==> src/design/dcf_pkg.sv <==
// Package: states, strap codes, reset values and widths of the dual-cpu flush handshake
package dcf_pkg;

    // ****************************************
    // Ratio straps {ratio_select_hi, ratio_select_lo}
    // ****************************************
    localparam logic [1:0] DCF_RATIO_1_3 = 2'h1;
    localparam logic [1:0] DCF_RATIO_2_5 = 2'h0;
    localparam logic [1:0] DCF_RATIO_1_2 = 2'h2;
    localparam logic [1:0] DCF_RATIO_2_7 = 2'h3;
    localparam logic [1:0] DCF_RATIO_RESET = DCF_RATIO_1_2;

    // ****************************************
    // Reset values and widths
    // ****************************************
    localparam int DCF_CNT_W = 16;
    localparam logic [15:0] DCF_CNT_RESET = 16'h0000;
    localparam logic DCF_CORE_DOUBLE_RESET = 1'h1;

    // ****************************************
    // Handshake states
    // ****************************************
    typedef enum logic [2:0] {
        DCF_IDLE,
        DCF_HANDOFF,
        DCF_SEC_FLUSH,
        DCF_RETURN,
        DCF_PRI_FLUSH,
        DCF_PRI_ACK,
        DCF_SEC_WAIT
    } dcf_state_e;

endpackage

==> src/design/dcf_flush_if.sv <==
// Interface: request and done between the handshake and its flush sequencer
`timescale 1ns/1ps
interface dcf_flush_if;
    logic start;
    logic done;
    modport ctrl (output start, input done);
    modport seq (input start, output done);
endinterface

==> src/design/dcf_flush_seq.sv <==
// Flush sequencer: walks every cache line once, writing back and invalidating it
`timescale 1ns/1ps
module dcf_flush_seq
    import dcf_pkg::*;
#(
    parameter int LINES = 256
) (
    // ****************************************
    // Clock and reset
    // ****************************************
    input wire logic i_clock,
    input wire logic i_rst,
    // ****************************************
    // Handshake
    // ****************************************
    dcf_flush_if.seq flush,
    // ****************************************
    // Cache line operation
    // ****************************************
    output logic o_line_op,
    output logic [DCF_CNT_W-1:0] o_line_index
);
    logic busy;
    logic next_busy;
    logic done;
    logic next_done;
    logic [DCF_CNT_W-1:0] idx;
    logic [DCF_CNT_W-1:0] next_idx;

    always_comb begin
        next_busy = busy;
        next_idx = idx;
        next_done = 1'b0;
        if (!busy && flush.start && !done) begin
            next_busy = 1'b1;
            next_idx = DCF_CNT_RESET;
        end else if (busy) begin
            if (idx == DCF_CNT_W'(LINES - 1)) begin
                next_busy = 1'b0;
                next_done = 1'b1;
            end else begin
                next_idx = idx + 1'b1;
            end
        end
    end

    always_ff @(posedge i_clock or posedge i_rst) begin
        if (i_rst) begin
            busy <= 1'b0;
            done <= 1'b0;
            idx <= DCF_CNT_RESET;
        end else begin
            busy <= next_busy;
            done <= next_done;
            idx <= next_idx;
        end
    end

    assign flush.done = done;
    assign o_line_op = busy;
    assign o_line_index = idx;
endmodule

==> src/design/dcf_handshake.sv <==
// Top: dual-processor cache flush handshake and bus-ratio strap decode
`timescale 1ns/1ps
module dcf_handshake
    import dcf_pkg::*;
#(
    parameter int LINES = 256
) (
    // ****************************************
    // Clock and reset
    // ****************************************
    input wire logic i_clock,
    input wire logic i_rst,
    // ****************************************
    // Straps and mode
    // ****************************************
    input wire logic i_ratio_select_hi,
    input wire logic i_ratio_select_lo,
    input wire logic i_dual_processor_mode,
    // ****************************************
    // System flush request and bus
    // ****************************************
    input wire logic i_flush_req,
    input wire logic i_flush_ack_cycle,
    input wire logic i_pri_flush_done,
    // ****************************************
    // Bus ownership and status
    // ****************************************
    output logic o_sec_owns_bus,
    output logic o_sec_bus_req,
    output logic o_sec_flushing,
    output logic o_sec_waiting,
    output logic o_pri_flush_start,
    output logic o_flush_ack_cycle,
    output logic o_flush_busy,
    output logic [1:0] o_ratio,
    output logic o_core_double,
    output logic o_ratio_hazard,
    output logic o_line_op,
    output logic [DCF_CNT_W-1:0] o_line_index
);
    // ****************************************
    // Strap capture
    // ****************************************
    logic [1:0] ratio;
    logic [1:0] next_ratio;

    // Straps float to the 1/2 code; sampled every cycle of reset, frozen after
    always_comb begin
        next_ratio = ratio;
        if (i_rst) begin
            next_ratio = {i_ratio_select_hi, i_ratio_select_lo};
        end
    end

    // Synchronous capture with no reset branch; reset loads no constant into ratio
    always_ff @(posedge i_clock) begin
        ratio <= next_ratio;
    end

    // ****************************************
    // Handshake state machine
    // ****************************************
    dcf_flush_if fif ();
    dcf_state_e state;
    dcf_state_e next_state;
    logic sec_owns;
    logic next_sec_owns;
    logic sec_req;
    logic next_sec_req;
    logic flushing;
    logic next_flushing;
    logic waiting;
    logic next_waiting;
    logic pri_start;
    logic next_pri_start;
    logic ack_out;
    logic next_ack_out;
    logic busy;
    logic next_busy;
    logic core_double;
    logic hazard;
    logic next_core_double;
    logic next_hazard;

    always_comb begin
        next_state = state;
        next_sec_owns = 1'b0;
        next_sec_req = 1'b0;
        next_flushing = 1'b0;
        next_waiting = 1'b0;
        next_pri_start = 1'b0;
        next_ack_out = 1'b0;
        next_busy = 1'b1;
        case (state)
            DCF_IDLE: begin
                next_busy = 1'b0;
                if (i_flush_req && i_dual_processor_mode) begin
                    next_state = DCF_HANDOFF;
                    next_busy = 1'b1;
                end
            end
            DCF_HANDOFF: begin
                next_sec_owns = 1'b1;
                next_flushing = 1'b1;
                next_state = DCF_SEC_FLUSH;
            end
            DCF_SEC_FLUSH: begin
                next_sec_owns = 1'b1;
                next_flushing = 1'b1;
                if (fif.done) begin
                    next_sec_owns = 1'b0;
                    next_flushing = 1'b0;
                    next_waiting = 1'b1;
                    next_state = DCF_RETURN;
                end
            end
            DCF_RETURN: begin
                next_waiting = 1'b1;
                next_pri_start = 1'b1;
                next_state = DCF_PRI_FLUSH;
            end
            DCF_PRI_FLUSH: begin
                next_waiting = 1'b1;
                if (i_pri_flush_done) begin
                    next_ack_out = 1'b1;
                    next_state = DCF_PRI_ACK;
                end
            end
            DCF_PRI_ACK: begin
                next_waiting = 1'b1;
                next_state = DCF_SEC_WAIT;
            end
            DCF_SEC_WAIT: begin
                next_waiting = 1'b1;
                if (i_flush_ack_cycle || ack_out) begin
                    next_waiting = 1'b0;
                    next_busy = 1'b0;
                    next_sec_req = 1'b1;
                    next_state = DCF_IDLE;
                end
            end
            default: begin
                next_state = DCF_IDLE;
                next_busy = 1'b0;
            end
        endcase
        // Bus request only allowed outside the flush sequence
        if (next_waiting || next_sec_owns) begin
            next_sec_req = 1'b0;
        end
        // Strap decode and hazard report
        next_core_double = (ratio == DCF_RATIO_1_2);
        next_hazard = i_flush_req && i_dual_processor_mode && (ratio == DCF_RATIO_2_7);
    end

    always_ff @(posedge i_clock or posedge i_rst) begin
        if (i_rst) begin
            state <= DCF_IDLE;
            sec_owns <= 1'b0;
            sec_req <= 1'b0;
            flushing <= 1'b0;
            waiting <= 1'b0;
            pri_start <= 1'b0;
            ack_out <= 1'b0;
            busy <= 1'b0;
            core_double <= DCF_CORE_DOUBLE_RESET;
            hazard <= 1'b0;
        end else begin
            state <= next_state;
            sec_owns <= next_sec_owns;
            sec_req <= next_sec_req;
            flushing <= next_flushing;
            waiting <= next_waiting;
            pri_start <= next_pri_start;
            ack_out <= next_ack_out;
            busy <= next_busy;
            core_double <= next_core_double;
            hazard <= next_hazard;
        end
    end

    // ****************************************
    // Flush sequencer
    // ****************************************
    // Secondary's own L1 walk
    assign fif.start = (state == DCF_SEC_FLUSH);

    dcf_flush_seq #(
        .LINES(LINES)
    ) u_seq (
        .i_clock(i_clock),
        .i_rst(i_rst),
        .flush(fif.seq),
        .o_line_op(o_line_op),
        .o_line_index(o_line_index)
    );

    // ****************************************
    // Outputs
    // ****************************************
    assign o_sec_owns_bus = sec_owns;
    assign o_sec_bus_req = sec_req;
    assign o_sec_flushing = flushing;
    assign o_sec_waiting = waiting;
    assign o_pri_flush_start = pri_start;
    assign o_flush_ack_cycle = ack_out;
    assign o_flush_busy = busy;
    assign o_ratio = ratio;
    assign o_core_double = core_double;
    assign o_ratio_hazard = hazard;
endmodule

==> config.mk <==
export PLATFORM = sky130hd
export DESIGN_NAME = dcf_handshake
export DESIGN_NICKNAME = d
export VERILOG_FILES = /design/src/design/dcf_pkg.sv /design/src/design/dcf_flush_if.sv /design/src/design/dcf_flush_seq.sv /design/src/design/dcf_handshake.sv
export SDC_FILE = /design/constraint.sdc
export NUM_CORES = 1
export LEC_CHECK = 0
export ABC_AREA = 1
export BUFFER_PORTS_ARGS = -buffer_cell sky130_fd_sc_hd__clkbuf_2
export CORE_MARGIN = 2
export CORE_UTILIZATION = 51
export CTS_BUF_LIST = sky130_fd_sc_hd__clkbuf_4 sky130_fd_sc_hd__clkbuf_8
export DETAILED_ROUTE_END_ITERATION = 8
export HOLD_SLACK_MARGIN = 0.05
export PLACE_DENSITY = 0.87
export SLEW_MARGIN = 20
export SYNTH_ARGS = -nofsm -noshare
export SYNTH_HDL_FRONTEND = slang
export SYNTH_SLANG_ARGS = --single-unit
==> constraint.sdc <==
create_clock -name i_clock -period 1.5 [get_ports i_clock]
set_input_delay 0.225 -clock i_clock [delete_from_list [all_inputs] [get_ports i_clock]]
set_output_delay 0.225 -clock i_clock [all_outputs]
set_load 0.05 [all_outputs]
* Word level (Yosys, flattened, before mapping) *
Cells that the tools add are included.

word-level totals
  register bits after elaboration = 31
  output and inout bits = 28
  logic and storage cells = 69

cells by class
  add/subtract/negate cells = 1
  equality and inequality tests = 14
  mux-type cells = 27
  reductions and logical operators = 14

operator list
  cell                                                                     number
  16-bit 2-to-1 mux                                                        3
  3-bit one-hot mux with 7 select lines                                    1
  16-bit by 1-bit adder with 16-bit output (second input constant)         1
  16-bit by 8-bit equality test with 1-bit output (second input constant)  1
  1-bit 2-to-1 mux                                                         16
  3-bit 2-to-1 mux                                                         4
  3-bit equality test (second input constant)                              3
  2-bit != test (second input constant)                                    4
  3-bit by 2-bit equality test with 1-bit output (second input constant)   2
  1-bit one-hot mux with 3 select lines                                    2
  5-bit OR reduction                                                       1
  2-bit equality test (second input constant)                              2
  1-bit logical AND                                                        4
  4-bit AND reduction                                                      1
  3-bit by 1-bit equality test with 1-bit output (second input constant)   1
  3-bit logical NOT                                                        1
  3-bit OR reduction                                                       1
  1-bit logical NOT                                                        2
  1-bit logical OR                                                         2
  2-bit by 1-bit != test with 1-bit output (second input constant)         1
  1-bit one-hot mux with 2 select lines                                    1
  2-bit AND reduction                                                      1
  2-bit nonzero test                                                       1

* Logic depth before layout (Yosys ltp) *
  depth in word-level cells = 5
  depth in mapped cells = 9
  mapped depth without buffers = 9

* Modules after synthesis *
A second synthesis with hierarchy kept.

second synthesis, totals
  cells, all modules = 224
  area, all modules = 1744.2 um^2

modules (own cells, without submodules)
  module         instances  cells each  area an instance (um^2)  sequential area each (um^2)
  dcf_flush_seq  1          159         1138.6                   450.4
  dcf_handshake  1          65          605.6                    336.6

* Worst setup path after synthesis *
OpenSTA, ideal clock, no wires.

  path type = flip-flop to flip-flop
  from = reg u_seq.idx[1] (netlist: u_seq.o_line_index[1])
  to = reg u_seq.idx[10] (netlist: u_seq.o_line_index[10])
  setup time = 0.074 ns
  arrival time = 1.721 ns
  data required time = 1.426 ns
  path slack = -0.296 ns
  cell stages (with the launch flop) = 9
  buffers on the path = 1
  period minus slack after synthesis = 1.796 ns
  cell sequence = dfrtp_1 -> ha_1 -> nand3_2 -> nor2_4 -> nand3_2 -> nand2_2 -> buf_6 -> nand2_1 -> o21ai_2

on the way
  longest elaborated chain between the ends = 4
  elaborated cells on any way between the ends = 7

ends and longest elaborated chain
  what                                      RTL line             source
  start, declared                           dcf_flush_seq.sv:27  logic [DCF_CNT_W-1:0] idx;
  start signal, assigned                    dcf_flush_seq.sv:55  idx <= next_idx;
  16-bit by 1-bit adder with 16-bit output  dcf_flush_seq.sv:42  next_idx = idx + 1'b1;
  16-bit 2-to-1 mux                         dcf_flush_seq.sv:38  if (idx == DCF_CNT_W'(LINES - 1)) begin
  16-bit 2-to-1 mux                         dcf_flush_seq.sv:37  end else if (busy) begin
  16-bit 2-to-1 mux                         dcf_flush_seq.sv:34  if (!busy && flush.start && !done) begin

Parallel ways exist; a longest one is shown, timed or not. The select of a mux whose other input is x is not followed.
A chain may end at the register's enable or synchronous reset.

* Worst setup path after layout *
  from = reg u_seq.idx[0] (netlist: u_seq.o_line_index[0])
  to = reg u_seq.idx[14] (netlist: u_seq.o_line_index[14])

The elaborated chain is that of the path after synthesis.

==> impl_results.md <==
* Status: finished clean
* Share of layout cells above drive strength 1 at 0.3883
* Root buffer cell: clkbuf_4
* Largest net degree at the start of global routing at 30
* Final-stage net count at 301
* Final setup violating endpoints at 0
* Met3 global-route usage at 0.06832
* DP Cell Count at 316
* Maximum buffer depth of the clock tree at 2
* Synth warn at 0
* I/O Pins at 36
* WP data arrival at 1760 ps
* RSZ-0062 raised after global routing: true
* Max-cap viol count at 0
* Worst Path Max Fanout at 6
* Vias in the first global route at 1444
* Drt pass-1 iters at 4
* CTS Sinks at 31
* Leak Pwr at 1.219 nW
* Max-slew headroom at 0.7481
* First-pass GRT wire length at 6479 um
* RD Place Congestion at 0.9558
* FF+latch count, synth at 31
* Syn Nets at 230
* Most frequent cells in the layout: nand2_1, clkbuf_2, nor2_1
* Global route hottest layer: met2
* Setup CP Type: flop to flop
* Gr usage total at 0.2353
* Die Wd at 61.93 um
* Inserted Diodes at 0
* Initial antenna violation count at 0
* Worst setup EP type: flop
* Total wire length at 4551 um
* Die area at 3835 sq um
* Port bufs at 35
* Clk Latency, worst-skew pair at 350 ps
* Final core occ at 0.7185
* Met1 usage at 0.3254
* Synth Cell Area at 1712 sq um
* Worst slew pin tran at 377.9 ps
* Row count at 21
* Vias per cell at 5.228
* Post-route DRC at 0
* Initial Util at 0.5211
* Worst Setup Start Kind: flop
* GR Layer Usage met2 at 0.3474
* H-tree depth at 2
* Drt wl/cell at 13.50 um
* TNS Setup at 0 ps
* Cell Count, Final, Fillers Out at 337
* Max-slew violation count at 0
* Min Tclk post-route at 1473 ps
* Core area at 3284 sq um
* Worst Path Required at 1790 ps
* Mapped Cells at 219
* Hold Vio Cnt, Final at 0
* 1st-iter DRT viols at 131
* Distinct cells, synth at 27
* Reg clk slew, reported paths at 100 ps
* Max Clock Skew at 12.73 ps
* Area grow syn2layout at 37.87%
* Post-DP HPWL at 3002 um
* PnR worst setup slack at 26.84 ps
* Most common cell after layout, fill and taps aside: nand2_1
* Crit share post-route at 0.9821
* TritonCTS buffer count at 5
* Syn Area/Cell at 7.816 sq um
* Post-DRT Antenna Nets at 0
* Max Clock Freq at 678.8 MHz
* Vias at 1762
* Grt total ovfl at 0
* PD cells at 1671 nW/um^2
* Post-synthesis sequential area ratio at 0.4598
* TritonCTS clock tree: built
* Fillers at 235
* Worst Hold Class: input pin to flop
* Max VDD drop at 1.153 mV
* Die Ht at 61.93 um
* Pre-CTS WS at 64.52 ps
-- metal layers --
metal | part of all wire | vias up | wire length, um
met5 | 0 | - | 0
met3 | 0.078 | 20 | 354
li1 | - | 850 | -
met2 | 0.48 | 87 | 2184
met1 | 0.41 | 805 | 1859
met4 | 0.033 | 0 | 152
-- critical path, cell delays in order (launching register included) --
cell       delay [ps]
dfrtp_2           410
ha_4              160
nand3_4           100
nor2_4            210
nand3_2           130
nand2_4           130
clkbuf_16         160
nand2_1            50
nand2_1            70
-- stage by stage --
stage	power [W]	hold slack, ps	instance area, sq um
3_3_place_gp	0.003032	329.7	2120
6_report	0.003943	103.1	2360
5_1_grt	0.004199	90.29	2360
2_1_floorplan	0.002563	301.3	1754
4_1_cts	0.003768	89.39	2232
3_5_place_dp	0.003072	341.8	2120
-- worst paths after layout --
check | startpoint | to | depth (start not counted) | slack, ps
min in group asynchronous | i_rst | u_seq.o_line_op$_DFF_PP0_ | 4 | 510
worst max register to register | u_seq.o_line_index[0]$_DFFE_PP0P_ | u_seq.o_line_index[14]$_DFFE_PP0P_ | 8 | 30
worst max-delay path | u_seq.o_line_index[0]$_DFFE_PP0P_ | u_seq.o_line_index[14]$_DFFE_PP0P_ | 8 | 30
worst min register to register | o_ratio[0]$_DFFE_PP_ | o_core_double$_DFF_PP1_ | 1 | 420
max in group asynchronous | i_rst | u_seq.o_line_index[8]$_DFFE_PP0P_ | 4 | 680
worst min-delay path | i_pri_flush_done | o_flush_ack_cycle$_DFF_PP0_ | 3 | 100
-- flip-flops by register name, summed over array words and instances, names as in the netlist --
name / count
o_sec_flushing: 1
state: 3
o_sec_bus_req: 1
u_seq.o_line_op: 1
o_flush_ack_cycle: 1
o_core_double: 1
o_sec_waiting: 1
u_seq.o_line_index: 16
u_seq.flush.done: 1
o_pri_flush_start: 1
o_ratio_hazard: 1
o_ratio: 2
o_flush_busy: 1
-- repair_timing --
| action | CTS | global route |
|---|---|---|
| buffers inserted | 0 | 9 |
| setup endpoints to repair | 0 | 16 |
| gates resized for setup | 0 | 12 |
| hold buffers | 3 | 0 |
| endpoints found under the hold margin | 30 | 0 |
-- cell usage after synthesis --
| master | instances | share of area |
|---|---|---|
| a211oi_1 | 1 | 0.0044 |
| a21oi_1 | 2 | 0.0058 |
| buf_4 | 2 | 0.0088 |
| buf_6 | 1 | 0.0066 |
| clkbuf_1 | 1 | 0.0022 |
| dfrtp_1 | 28 | 0.41 |
| dfstp_2 | 1 | 0.015 |
| edfxtp_1 | 2 | 0.035 |
| ha_1 | 3 | 0.022 |
| inv_1 | 21 | 0.046 |
| inv_2 | 1 | 0.0022 |
| nand2_1 | 72 | 0.16 |
| nand2_2 | 1 | 0.0037 |
| nand3_1 | 16 | 0.047 |
| nand3_2 | 3 | 0.018 |
| nand4_1 | 9 | 0.033 |
| nor2_1 | 30 | 0.066 |
| nor2_4 | 1 | 0.0066 |
| nor3_1 | 2 | 0.0058 |
| nor3_4 | 1 | 0.0095 |
| o2111ai_1 | 1 | 0.0051 |
| o21ai_0 | 2 | 0.0058 |
| o21ai_1 | 1 | 0.0029 |
| o21ai_2 | 5 | 0.026 |
| o21bai_1 | 5 | 0.022 |
| or2_2 | 1 | 0.0037 |
| xor2_1 | 6 | 0.031 |
-- power by group --
group	switching [W]	internal, W
registers	0.000168	0.00105
clock network	0.000299	0.000390
logic	0.00136	0.000681
total	0.00183	0.00212
-- kinds of logic (layout without fill, tap and decap cells) --
group / count (synthesis) / in the layout / synth area share
AND/OR/NAND/NOR: 136 / 136 / 0.3502
flip-flops: 31 / 31 / 0.4598
XOR/XNOR: 6 / 6 / 0.03070
buffers and inverters: 26 / 98 / 0.06578
AO/OA/AOI/OAI: 17 / 17 / 0.07164
adder cells (fa/ha/maj): 3 / 3 / 0.02193
-- area by class of cell --
class / instances / area [sq um] / share of cell area
clock buffer: 7 / 52.55 / 0.02227
clock inverter: 1 / 30.03 / 0.01273
inverter: 22 / 82.58 / 0.03499
multi-input combinational: 162 / 863.3 / 0.3659
sequential: 31 / 805.8 / 0.3415
tap: 46 / 57.56 / 0.02439
timing repair buffer: 68 / 467.9 / 0.1983
No activity file was read; power rests on OpenSTA's default activity.
